$ cat src/ctec_pkg.sv
// shared constants for the charge timing edge control block
package ctec_pkg;

    // register port geometry
    localparam int unsigned ADDR_W = 2;
    localparam int unsigned DATA_W = 16;

    // register indices on the plain register port
    localparam logic [1:0] IDX_MEASURE_CONTROL_ONE    = 2'h0;
    localparam logic [1:0] IDX_EDGE_CONTROL_TWO       = 2'h1;
    localparam logic [1:0] IDX_CURRENT_SOURCE_CONTROL = 2'h2;

    // implemented bits of each register, all others read zero
    localparam logic [15:0] MASK_CTL1 = 16'hBF00;
    localparam logic [15:0] MASK_CTL2 = 16'hFFFC;
    localparam logic [15:0] MASK_ICON = 16'hFF00;
    localparam logic [15:0] RESET_ZERO = 16'h0000;

    // measure_control_one fields
    localparam int unsigned B_UNIT_ENABLE     = 15;
    localparam int unsigned B_STOP_IN_IDLE    = 13;
    localparam int unsigned B_DELAY_GEN       = 12;
    localparam int unsigned B_EDGE_GATE       = 11;
    localparam int unsigned B_EDGE_ORDER      = 10;
    localparam int unsigned B_DISCHARGE       = 9;
    localparam int unsigned B_TRIGGER_ENABLE  = 8;

    // edge_control_two fields
    localparam int unsigned B_FIRST_SENS      = 15;
    localparam int unsigned B_FIRST_POL       = 14;
    localparam int unsigned B_FIRST_SRC_LO    = 10;
    localparam int unsigned B_SECOND_FLAG     = 9;
    localparam int unsigned B_FIRST_FLAG      = 8;
    localparam int unsigned B_SECOND_SENS     = 7;
    localparam int unsigned B_SECOND_POL      = 6;
    localparam int unsigned B_SECOND_SRC_LO   = 2;

    // current_source_control fields
    localparam int unsigned B_TRIM_LO         = 10;
    localparam int unsigned B_RANGE_LO        = 8;

    // source select codes shared by both edges
    localparam logic [3:0] SRC_TIMER_ONE      = 4'h0;
    localparam logic [3:0] SRC_COMPARE_ONE    = 4'h1;
    localparam logic [3:0] SRC_PIN_TWO        = 4'h2;
    localparam logic [3:0] SRC_PIN_ONE        = 4'h3;
    localparam logic [3:0] SRC_PIN_LO         = 4'h4;
    localparam logic [3:0] SRC_COMP_LO        = 4'hD;
    // first edge: pins 3..8 at codes 4..9, captures at A..C
    localparam logic [3:0] SRC1_PIN_HI        = 4'h9;
    localparam logic [3:0] SRC1_CAP_LO        = 4'hA;
    localparam logic [3:0] SRC1_PIN_BASE      = 4'h2;
    // second edge: pins 9..13 at codes 4..8, captures at 9..B, C unused
    localparam logic [3:0] SRC2_PIN_HI        = 4'h8;
    localparam logic [3:0] SRC2_CAP_LO        = 4'h9;
    localparam logic [3:0] SRC2_UNUSED        = 4'hC;
    localparam logic [3:0] SRC2_PIN_BASE      = 4'h4;

    // current range codes and their power of ten over base
    localparam logic [1:0] RNG_BASE           = 2'h1;
    localparam logic [1:0] RNG_TEN            = 2'h2;
    localparam logic [1:0] RNG_HUNDRED        = 2'h3;
    localparam logic [1:0] RNG_THOUSAND       = 2'h0;
    localparam logic [1:0] DEC_ZERO           = 2'h0;
    localparam logic [1:0] DEC_ONE            = 2'h1;
    localparam logic [1:0] DEC_TWO            = 2'h2;
    localparam logic [1:0] DEC_THREE          = 2'h3;

    // delay generation sequencer
    typedef enum logic [1:0] {
        DG_IDLE   = 2'b00,
        DG_CHARGE = 2'b01,
        DG_FIRE   = 2'b10
    } ctec_dg_t;

endpackage

$ cat src/ctec_top.sv
// Implementation choices: the register addresses and the address-and-strobe port.
`timescale 1ns/100ps
`default_nettype none
//Contract
// - unit enable bit turns the unit on; clear holds it off, but discharge, trim and range still follow their registers.
// - stop-in-idle set halts the unit while the device is idle.
// - delay generation bit switches edge-delayed pulse generation on or off.
// - edge gate bit passes selected edges; clear blocks all edges.
// - order bit makes second edge wait for the first edge.
// - discharge bit grounds the current source output.
// - trigger enable bit enables the trigger output.
// - unimplemented bits read zero, ignore writes; all fields reset to zero.
// - first edge sensitivity: set for transitions, clear for levels.
// - first edge polarity: set rising, clear falling.
// - first edge source select maps comparators, captures, pins, compare, timer.
// - second edge source select map; code 1100 has no source.
// - first edge flag sets on a qualified first edge.
// - second edge flag sets on a qualified second edge.
// - software writes to both flags steer the current source directly.
// - second edge sensitivity: set for transitions, clear for levels.
// - second edge polarity set selects rising response.
// - six-bit trim is a signed offset from nominal current.
// - two-bit range selects base, ten, hundred or thousand times base.
// - measurement pulse spans the first to second edge interval.
// - equal flags route the current source to the temperature diode.
// - delay mode charges on edge, pulses when comparator trips.
module ctec_top (
    input  wire logic        clock,
    input  wire logic        reset,
    input  wire logic [1:0]  regAddr,
    input  wire logic [15:0] regWriteData,
    input  wire logic        regWrite,
    input  wire logic        regRead,
    output logic [15:0]      regReadData,
    input  wire logic        deviceIdle,
    input  wire logic        timerOne,
    input  wire logic        outputCompareOne,
    input  wire logic [12:0] externalEdgePin,
    input  wire logic [2:0]  inputCapture,
    input  wire logic [2:0]  comparatorOut,
    input  wire logic        delayTrip,
    output logic             currentSourceOn,
    output logic             currentDischarge,
    output logic             diodeRoute,
    output logic [5:0]       currentTrim,
    output logic [1:0]       currentRange,
    output logic [1:0]       rangeDecade,
    output logic             measurePulse,
    output logic             triggerOut,
    output logic             delayCharge,
    output logic             delayedPulseOutput
);
    typedef struct packed {
        logic [15:0]       ctl1;
        logic [15:0]       ctl2;
        logic [15:0]       icon;
        logic [15:0]       readData;
        logic              measure;
        logic              trigger;
        ctec_pkg::ctec_dg_t dgState;
        logic              delayPulse;
    } ctec_state_t;

    ctec_state_t s_r;
    ctec_state_t s_nxt;

    logic       unitEnable;
    logic       running;
    logic       edgeGate;
    logic       firstFlag;
    logic       secondFlag;
    logic       firstSource;
    logic       secondSource;
    logic       firstRaw;
    logic       secondRaw;
    logic       firstEvent;
    logic       secondEvent;
    logic       wrCtl1;
    logic       wrCtl2;
    logic       wrIcon;

    // field views of the stored registers
    assign unitEnable = s_r.ctl1[ctec_pkg::B_UNIT_ENABLE];
    assign firstFlag  = s_r.ctl2[ctec_pkg::B_FIRST_FLAG];
    assign secondFlag = s_r.ctl2[ctec_pkg::B_SECOND_FLAG];

    // unit runs when enabled and not parked by idle
    assign running  = unitEnable & ~(s_r.ctl1[ctec_pkg::B_STOP_IN_IDLE] & deviceIdle);
    assign edgeGate = running & s_r.ctl1[ctec_pkg::B_EDGE_GATE];

    // register port write decode
    assign wrCtl1 = regWrite && (regAddr == ctec_pkg::IDX_MEASURE_CONTROL_ONE);
    assign wrCtl2 = regWrite && (regAddr == ctec_pkg::IDX_EDGE_CONTROL_TWO);
    assign wrIcon = regWrite && (regAddr == ctec_pkg::IDX_CURRENT_SOURCE_CONTROL);

    // source selection for each edge channel
    ctec_source_mux #(
        .SECOND (1'b0)
    ) u_first_mux (
        .select           (s_r.ctl2[ctec_pkg::B_FIRST_SRC_LO +: 4]),
        .timerOne         (timerOne),
        .outputCompareOne (outputCompareOne),
        .externalEdgePin  (externalEdgePin),
        .inputCapture     (inputCapture),
        .comparatorOut    (comparatorOut),
        .source           (firstSource)
    );

    ctec_source_mux #(
        .SECOND (1'b1)
    ) u_second_mux (
        .select           (s_r.ctl2[ctec_pkg::B_SECOND_SRC_LO +: 4]),
        .timerOne         (timerOne),
        .outputCompareOne (outputCompareOne),
        .externalEdgePin  (externalEdgePin),
        .inputCapture     (inputCapture),
        .comparatorOut    (comparatorOut),
        .source           (secondSource)
    );

    // sensitivity and polarity qualification per channel
    ctec_edge_qual u_first_qual (
        .clock     (clock),
        .reset     (reset),
        .source    (firstSource),
        .edgeMode  (s_r.ctl2[ctec_pkg::B_FIRST_SENS]),
        .risingPol (s_r.ctl2[ctec_pkg::B_FIRST_POL]),
        .event_o   (firstRaw)
    );

    ctec_edge_qual u_second_qual (
        .clock     (clock),
        .reset     (reset),
        .source    (secondSource),
        .edgeMode  (s_r.ctl2[ctec_pkg::B_SECOND_SENS]),
        .risingPol (s_r.ctl2[ctec_pkg::B_SECOND_POL]),
        .event_o   (secondRaw)
    );

    // gated events; second waits for first when ordering is on
    assign firstEvent  = edgeGate & firstRaw;
    assign secondEvent = edgeGate & secondRaw & (~s_r.ctl1[ctec_pkg::B_EDGE_ORDER] | firstFlag);

    // decade of the selected current range
    function automatic logic [1:0] decade(input logic [1:0] rng);
        case (rng)
            ctec_pkg::RNG_BASE:     decade = ctec_pkg::DEC_ZERO;
            ctec_pkg::RNG_TEN:      decade = ctec_pkg::DEC_ONE;
            ctec_pkg::RNG_HUNDRED:  decade = ctec_pkg::DEC_TWO;
            ctec_pkg::RNG_THOUSAND: decade = ctec_pkg::DEC_THREE;
            default:                decade = ctec_pkg::DEC_ZERO;
        endcase
    endfunction

    // next state of registers, flags, pulses and delay sequencer
    always_comb begin
        s_nxt = s_r;
        if (wrCtl1) begin
            s_nxt.ctl1 = regWriteData & ctec_pkg::MASK_CTL1;
        end
        if (wrCtl2) begin
            s_nxt.ctl2 = regWriteData & ctec_pkg::MASK_CTL2;
        end
        if (wrIcon) begin
            s_nxt.icon = regWriteData & ctec_pkg::MASK_ICON;
        end
        // hardware set wins over a software clear in the same cycle
        if (firstEvent) begin
            s_nxt.ctl2[ctec_pkg::B_FIRST_FLAG] = 1'b1;
        end
        if (secondEvent) begin
            s_nxt.ctl2[ctec_pkg::B_SECOND_FLAG] = 1'b1;
        end
        // read data stand only in the cycle after the strobe
        s_nxt.readData = ctec_pkg::RESET_ZERO;
        if (regRead) begin
            case (regAddr)
                ctec_pkg::IDX_MEASURE_CONTROL_ONE:    s_nxt.readData = s_r.ctl1;
                ctec_pkg::IDX_EDGE_CONTROL_TWO:       s_nxt.readData = s_r.ctl2;
                ctec_pkg::IDX_CURRENT_SOURCE_CONTROL: s_nxt.readData = s_r.icon;
                default:                              s_nxt.readData = ctec_pkg::RESET_ZERO;
            endcase
        end
        // window between first and second edge
        s_nxt.measure = running & firstFlag & ~secondFlag;
        // one-cycle trigger when the second edge lands
        s_nxt.trigger = secondEvent & ~secondFlag & s_r.ctl1[ctec_pkg::B_TRIGGER_ENABLE];
        // delay generation: charge on edge, fire on trip
        s_nxt.delayPulse = 1'b0;
        case (s_r.dgState)
            ctec_pkg::DG_IDLE: begin
                if (running && s_r.ctl1[ctec_pkg::B_DELAY_GEN] && firstEvent) begin
                    s_nxt.dgState = ctec_pkg::DG_CHARGE;
                end
            end
            ctec_pkg::DG_CHARGE: begin
                if (!running || !s_r.ctl1[ctec_pkg::B_DELAY_GEN]) begin
                    s_nxt.dgState = ctec_pkg::DG_IDLE;
                end else if (delayTrip) begin
                    s_nxt.dgState    = ctec_pkg::DG_FIRE;
                    s_nxt.delayPulse = 1'b1;
                end
            end
            ctec_pkg::DG_FIRE: begin
                s_nxt.dgState = ctec_pkg::DG_IDLE;
            end
            default: begin
                s_nxt.dgState = ctec_pkg::DG_IDLE;
            end
        endcase
    end

    // state register, every field clears on reset
    always_ff @(posedge clock) begin
        if (reset) begin
            s_r <= '0;
        end else begin
            s_r <= s_nxt;
        end
    end

    // source on and diode route follow the flags; the other outputs come from registered state
    assign currentSourceOn    = running & (firstFlag ^ secondFlag);
    assign diodeRoute         = running & (firstFlag == secondFlag);
    assign currentDischarge   = s_r.ctl1[ctec_pkg::B_DISCHARGE];
    assign currentTrim        = s_r.icon[ctec_pkg::B_TRIM_LO +: 6];
    assign currentRange       = s_r.icon[ctec_pkg::B_RANGE_LO +: 2];
    assign rangeDecade        = decade(currentRange);
    assign measurePulse       = s_r.measure;
    assign triggerOut         = s_r.trigger;
    assign delayCharge        = (s_r.dgState == ctec_pkg::DG_CHARGE);
    assign delayedPulseOutput = s_r.delayPulse;
    assign regReadData        = s_r.readData;
endmodule // ctec_top
`default_nettype wire

$ cat src/ctec_edge_qual.sv
`timescale 1ns/100ps
`default_nettype none
// turns one selected source into a qualified event per clock
module ctec_edge_qual (
    input  wire logic clock,
    input  wire logic reset,
    input  wire logic source,
    input  wire logic edgeMode,
    input  wire logic risingPol,
    output logic      event_o
);
    typedef struct packed {
        logic prev;
    } ctec_eq_state_t;

    ctec_eq_state_t s_r;
    ctec_eq_state_t s_nxt;

    // remember the last sample for transition detection
    always_comb begin
        s_nxt      = s_r;
        s_nxt.prev = source;
    end

    always_ff @(posedge clock) begin
        if (reset) begin
            s_r <= '0;
        end else begin
            s_r <= s_nxt;
        end
    end

    // transition or level, rising/high or falling/low
    always_comb begin
        if (edgeMode) begin
            event_o = risingPol ? (source & ~s_r.prev) : (~source & s_r.prev);
        end else begin
            event_o = risingPol ? source : ~source;
        end
    end
endmodule // ctec_edge_qual
`default_nettype wire

$ cat src/ctec_source_mux.sv
`timescale 1ns/100ps
`default_nettype none
// picks one trigger source for an edge channel from its select code
module ctec_source_mux #(
    parameter bit SECOND = 1'b0
) (
    input  wire logic [3:0]  select,
    input  wire logic        timerOne,
    input  wire logic        outputCompareOne,
    input  wire logic [12:0] externalEdgePin,
    input  wire logic [2:0]  inputCapture,
    input  wire logic [2:0]  comparatorOut,
    output logic             source
);
    // map a code to its source; the second channel has one dead code
    function automatic logic pick(input logic [3:0] code);
        logic [3:0] pinHi;
        logic [3:0] capLo;
        logic [3:0] pinBase;
        pinHi   = SECOND ? ctec_pkg::SRC2_PIN_HI : ctec_pkg::SRC1_PIN_HI;
        capLo   = SECOND ? ctec_pkg::SRC2_CAP_LO : ctec_pkg::SRC1_CAP_LO;
        pinBase = SECOND ? ctec_pkg::SRC2_PIN_BASE : ctec_pkg::SRC1_PIN_BASE;
        if (code == ctec_pkg::SRC_TIMER_ONE) begin
            pick = timerOne;
        end else if (code == ctec_pkg::SRC_COMPARE_ONE) begin
            pick = outputCompareOne;
        end else if (code == ctec_pkg::SRC_PIN_TWO) begin
            pick = externalEdgePin[1];
        end else if (code == ctec_pkg::SRC_PIN_ONE) begin
            pick = externalEdgePin[0];
        end else if (code <= pinHi) begin
            pick = SECOND ? externalEdgePin[code + pinBase] : externalEdgePin[code - pinBase];
        end else if (SECOND && code == ctec_pkg::SRC2_UNUSED) begin
            pick = 1'b0;
        end else if (code < ctec_pkg::SRC_COMP_LO) begin
            pick = inputCapture[2'(code - capLo)];
        end else begin
            pick = comparatorOut[2'(code - ctec_pkg::SRC_COMP_LO)];
        end
    endfunction

    assign source = pick(select);
endmodule // ctec_source_mux
`default_nettype wire

$ cat config.mk
export PLATFORM = sky130hd
export DESIGN_NAME = ctec_top
export DESIGN_NICKNAME = d
export VERILOG_FILES = /design/src/ctec_pkg.sv /design/src/ctec_top.sv /design/src/ctec_edge_qual.sv /design/src/ctec_source_mux.sv
export SDC_FILE = /design/constraint.sdc
export NUM_CORES = 1
export LEC_CHECK = 0
export BUFFER_PORTS_ARGS = -buffer_cell sky130_fd_sc_hd__buf_4
export CORE_ASPECT_RATIO = 1.25
export CORE_MARGIN = 10
export CORE_UTILIZATION = 40
export DETAILED_ROUTE_END_ITERATION = 8
export PLACE_DENSITY_LB_ADDON = 0.25
export SYNTH_ARGS = -nofsm -noshare
export SYNTH_HDL_FRONTEND = slang
export SYNTH_SLANG_ARGS = --single-unit
export TNS_END_PERCENT = 30
$ cat constraint.sdc
create_clock -name clock -period 4.31 [get_ports clock]
set_input_delay 0.2155 -clock clock [delete_from_list [all_inputs] [get_ports clock]]
set_output_delay 0.2155 -clock clock [all_outputs]
set_load 0.03 [all_outputs]
# ---- After elaboration in Yosys (flattened, before gate mapping)
# Index checks and enable logic that the tools add are counted.
dict set report op_classes {
  addsub 6
  n_lt_le_gt_ge 10
  eq_ne 16
  mux 40
  n_bitwise 27
  reduce_logical 18
}
# op n
set op_table {}
lappend op_table {{16-bit case mux with 3 select lines} 1}
lappend op_table {{1-bit two-way mux} 27}
lappend op_table {{1-bit AND} 16}
lappend op_table {{4-bit by 2-bit == test with 1-bit output (second input constant)} 4}
lappend op_table {{2-bit by 3-bit < comparator with 1-bit output (second input constant)} 4}
lappend op_table {{4-bit by 5-bit < comparator with 1-bit output (second input constant)} 2}
lappend op_table {{10-bit two-way mux} 1}
lappend op_table {{1-bit NOT} 9}
lappend op_table {{1-bit binary-select mux with 2-bit select} 4}
lappend op_table {{1-bit binary-select mux with 4-bit select} 2}
lappend op_table {{4-bit by 1-bit == test with 1-bit output (second input constant)} 2}
lappend op_table {{4-bit <= comparator (second input constant)} 2}
lappend op_table {{4-bit logical NOT} 2}
lappend op_table {{4-bit < comparator (second input constant)} 2}
lappend op_table {{2-bit case mux with 4 select lines} 1}
lappend op_table {{2-bit by 1-bit == test with 1-bit output (second input constant)} 3}
lappend op_table {{2-bit == test (second input constant)} 3}
lappend op_table {{2-bit logical NOT} 3}
lappend op_table {{2-bit by 1-bit subtractor with 2-bit output (second input constant)} 3}
lappend op_table {{1-bit logical AND} 5}
lappend op_table {{4-bit by 3-bit adder with 4-bit output (second input constant)} 1}
lappend op_table {{4-bit == test (second input constant)} 1}
lappend op_table {{2-bit two-way mux} 2}
lappend op_table {{2-bit case mux with 2 select lines} 1}
lappend op_table {{14 further kinds} 16}
dict set report totals {
  reg_bits 52
  inputBits 45
  output_inout_bits 33
  wordCells 129
}

# ---- Depth between registers and ports, before layout
dict set report depth {
  ltp_word 18
  mapped_depth 10
  ltp_nobuf 9
}

# ---- Hierarchy
# A second synthesis with hierarchy kept.
dict set report hier_totals {
  hier_cells 335
  hier_area_um2 2914.0
}
# mod instances cells_per_inst area_per_inst_um2 seq_area_each_um2
set modules_own_cells {}
lappend modules_own_cells {ctec_top 1 230 2037.0 960.9}
lappend modules_own_cells {{ctec_source_mux (u_second_mux)} 1 51 410.4 0.0}
lappend modules_own_cells {{ctec_source_mux (u_first_mux)} 1 42 361.6 0.0}
lappend modules_own_cells {ctec_edge_qual 2 6 52.6 20.0}

# ---- Worst setup path before layout
# No wires, ideal clock.
dict set report synth_timing {
  kind {register to register}
  from {reg s_r[48] (netlist name)}
  to {reg s_r, in the netlist firstFlag}
  setup_ns 0.134
  arrival_ns 2.160
  t_required_ns 4.176
  path_slack_ns 2.017
  path_stages_with_launch 11
  n_path_buf 1
  synth_period_minus_slack_ns 2.293
  path_cell_list {dfxtp_1 > clkbuf_1 > inv_1 > ha_1 > mux2i_1 > o21ai_0 > o2111ai_1 > o21ai_0 > o21ai_1 > mux2i_1 > o22ai_1}
}
dict set report synth_between {
  elab_chain_cells 15
  elab_cells_between_ends 30
  classes_between {add/sub (3); order compare (2); eq/ne (3); mux (16); bitwise (4); reduce/logical (2)}
}
# item line
set synth_lines {}
lappend synth_lines {{start, declared} ctec_top.sv:64} ;# ctec_state_t s_r;
lappend synth_lines {{start signal, assigned} ctec_top.sv:218} ;# s_r <= s_nxt;
lappend synth_lines {{parallel branches: the longest is 8 deep, another holds 4-bit by 2-bit subtractor with 4-bit output} -}
lappend synth_lines {{1-bit two-way mux (*)} ctec_source_mux.sv:23} ;# if (code == ctec_pkg::SRC_TIMER_ONE) begin
lappend synth_lines {{1-bit NOT} {ctec_edge_qual.sv:36, ctec_edge_qual.sv:38}}
lappend synth_lines {{1-bit AND} ctec_edge_qual.sv:36} ;# event_o = risingPol ? (source & ~s_r.prev) : (~source & s_r.prev);
lappend synth_lines {{1-bit two-way mux} ctec_edge_qual.sv:36}
lappend synth_lines {{1-bit two-way mux (*)} ctec_edge_qual.sv:35} ;# if (edgeMode) begin
lappend synth_lines {{1-bit AND (*)} ctec_top.sv:141} ;# assign firstEvent = edgeGate & firstRaw;
lappend synth_lines {{1-bit two-way mux or 2-bit nonzero test (tied branches)} -}
# Mark *: on every way between the ends. The select of a mux whose other input is x is not followed.
# A chain may end at the register's enable or synchronous reset.

# ---- Worst setup path after layout
# Same ends and word-level chain as after synthesis.

==> out/qor.txt <==
CTS tree: built
largest net degree at the start of global routing: 35
Chip Height: 115 um
top_reg_cell synth: dfxtp_1
Leak: 1.47 nW
antenna cells: 0
worst r2r src: s_r[48]$_SDFFE_PP0P_
total net switching power: 0.266 mW
number of warnings issued by yosys: 0
CTS Root Cell: clkbuf_8
Die W: 96.3 um
crit path max-delay cell type: dfxtp_1
Final period util: 65.1%
P&R area growth vs syn: 17.8%
Die Outline Area: 11100 um2
TritonCTS buffer count: 5
Logic pwr share: 16.2%
vias in the first global route: 2476
Worst Hold Endpoint: s_r[1]$_SDFFE_PP0P_
Vias/cell: 5.09
CP peak stage delay: 0.65 ns
global route total overflow: 0
CP cell instances: inv_1, ha_1, mux2i_1, o21ai_0, o2111ai_1, o21ai_0, o21ai_1, mux2i_1, o22ai_1
starting density of the core: 41.4%
Hold Vio Cnt, Final: 0
Clock power frac: 34.5%
Mapped Area: 2910 um2
Reg-to-Reg End: firstFlag$_SDFFE_PP0P_
Peak VDD IR: 0.181 mV
DR WL/cell: 15.5 um
Final setup viols: 0
flops & latches, synth: 50
setup tns final: 0 ns
Worst-path clk slew: 0.09 ns
vias: 2431
post-CTS sizing: 0
Iter 0 DRT Violations: 82
Rows: 34
EDFF count, synth: 0
critical path arrival: 2.99 ns
Slew Viols, Final: 0
Worst Path Required: 4.50 ns
nets@finish: 447
clk sinks: 50
global-route wire length before repair: 12000 um
time the worst path needs with I/O delays and setup: 2.81 ns
Critical Path Start Type: flip-flop
sequential area share after synthesis: 34.4%
Setup Buffers After CTS: 0
GRT Overall Usage: 13.5%
status: finished clean
Synth Area per Inst: 8.38 um2
Detail Route Antenna Nets: 0
worst hold path startpoint: delayTrip
R2R depth: 9
DP Wirelength: 5810 um
CP max FO: 10
Yosys top cell area share: 34.4%
initial antenna violation count: 0
fmax: 356 MHz
Post-synth ARST share: 0%
CORE AREA: 7020 um2
Post-route DRC: 0
internal power: 0.726 mW
Pre-antenna DRT Iters: 4
input/output buffers: 73
hold-fix buffers at CTS: 0
ranking of synthesized cells by area: dfxtp_1 (34%), mux2i_1 (12%), ha_1 (6.5%)
max-cap violations: 0
Syn Inst Count: 347
Critical Path End Type: flip-flop
class of the worst hold path: input port to flip-flop
Worst Skew: 0.0102 ns
RSZ-0062 raised after global routing: no
Cell variety after synth: 50
layout cells sized above 1: 23.7%
Cell Pwr Density: 290 nW/um2
Setup CP Type: flip-flop to flip-flop
final WL: 7430 um
Yosys top cell by area: dfxtp_1
hold slack final: 0.115 ns
Seq pwr share: 49.3%
H-tree levels: 2
RD Place Congestion: 0.801
Ports: 78
Slew headroom: 51.7%
Bufs on Longest Clock Path: 2
Worst R2R Setup Slack: 1.50 ns
Sw Ratio: 26.8%
clk_lat worst skew: 0.31 ns
worst-margin pin slew: 0.724 ns
worst hold path depth: 2
[sequential cells by signal, summed over array words and instances, names as in the netlist]
name                cells
triggerOut              1
currentTrim             6
currentRange            2
measurePulse            1
u_second_qual.s_r       1
firstFlag               1
regReadData            14
s_r                    21
delayedPulseOutput      1
currentDischarge        1
u_first_qual.s_r        1
[worst max-delay path: cells and delay by family, from the launching register on]
kind | cells | cell delay (ns)
DFF | 1 | 0.65
AOI/OAI and AO/OA | 5 | 0.81
adders and majority gates | 1 | 0.46
muxes | 2 | 0.58
buffers and inverters | 1 | 0.21
[per-layer routing]
layer  share of wire (%)  GRT usage (%)
met5                   0              0
met1                  41           15.0
met3                 6.5           4.11
met2                  51           23.7
met4                 1.7           4.43
[cell type report]
class / count / area [um2]
clock buffer: 5 / 68.8
clock inverter: 3 / 47.5
multi-input combinational: 239 / 1580
sequential: 50 / 1000
timing repair buffer: 74 / 556
fill: 698 / 3590
inverter: 17 / 63.8
tap: 90 / 113
[placed cells by master (no fill, tap or decap), types with 8 or more instances in the layout]
cell	Yosys	routed
a21oi_1	31	31
buf_4	24	74
dfxtp_1	50	50
ha_1	15	15
inv_1	17	17
mux2i_1	36	36
nand2_1	34	34
nand3_1	8	8
nor2_1	41	41
o21ai_0	10	10
[metrics by stage]
stage | setup WS, ns | area [um2] | std cells | power, mW | utilization [%]
CTS | 1.53 | 3430 | 478 | 1.00 | 48.8
floorplan | 2.02 | 2910 | 348 | 0.602 | -
detailed placement | 1.52 | 3310 | 470 | 0.661 | 47.2
global placement | 1.58 | 3310 | 470 | 0.658 | 47.2
global route | 1.37 | 3430 | 478 | 1.04 | 48.8
finish | 1.50 | 3430 | 478 | 0.992 | 48.8
[cell families after synthesis]
family / synth area share [%]
DFF: 34.4
adders and majority gates: 6.45
AOI/OAI and AO/OA: 13.4
and+or+nand+nor: 19.2
muxes: 14.3
buffers and inverters: 11.5
other: 0.129
xor gates and xnor gates: 0.602
[worst max path at each step]
stage | from | slack (ns) | to | depth (start not counted)
after global routing | s_r[48]$_SDFFE_PP0P_ | 1.37 | firstFlag$_SDFFE_PP0P_ | 9
final | s_r[48]$_SDFFE_PP0P_ | 1.50 | firstFlag$_SDFFE_PP0P_ | 9
after floorplan | s_r[48]$_SDFFE_PP0P_ | 2.02 | firstFlag$_SDFFE_PP0P_ | 10
after global placement | s_r[48]$_SDFFE_PP0P_ | 1.58 | firstFlag$_SDFFE_PP0P_ | 9
after detailed placement | s_r[48]$_SDFFE_PP0P_ | 1.52 | firstFlag$_SDFFE_PP0P_ | 9
after CTS | s_r[48]$_SDFFE_PP0P_ | 1.53 | firstFlag$_SDFFE_PP0P_ | 9
[power groups by stage]
stage,clock network (mW),registers [mW],logic (mW)
finish,0.343,0.489,0.160
CTS,0.353,0.489,0.162
global route,0.375,0.492,0.177
detailed placement,0,0.500,0.161
floorplan,0,0.492,0.110
global placement,0,0.500,0.159
[Yosys cell counts (2+ instances only)]
cell / instances
nand3b_1: 5
nor3b_1: 5
ha_1: 15
and3_1: 2
nor2_1: 41
dfxtp_1: 50
a31oi_1: 2
a21oi_1: 31
mux2i_1: 36
buf_4: 24
nand2b_1: 3
buf_6: 3
inv_1: 17
nor2b_1: 4
a21boi_0: 2
o22ai_1: 4
buf_1: 2
o21ai_0: 10
o21ai_1: 2
mux4_2: 2
and2_1: 5
nand2_1: 34
clkbuf_1: 13
nand3_1: 8
a211o_1: 2
(Power assumes the default switching activity.)
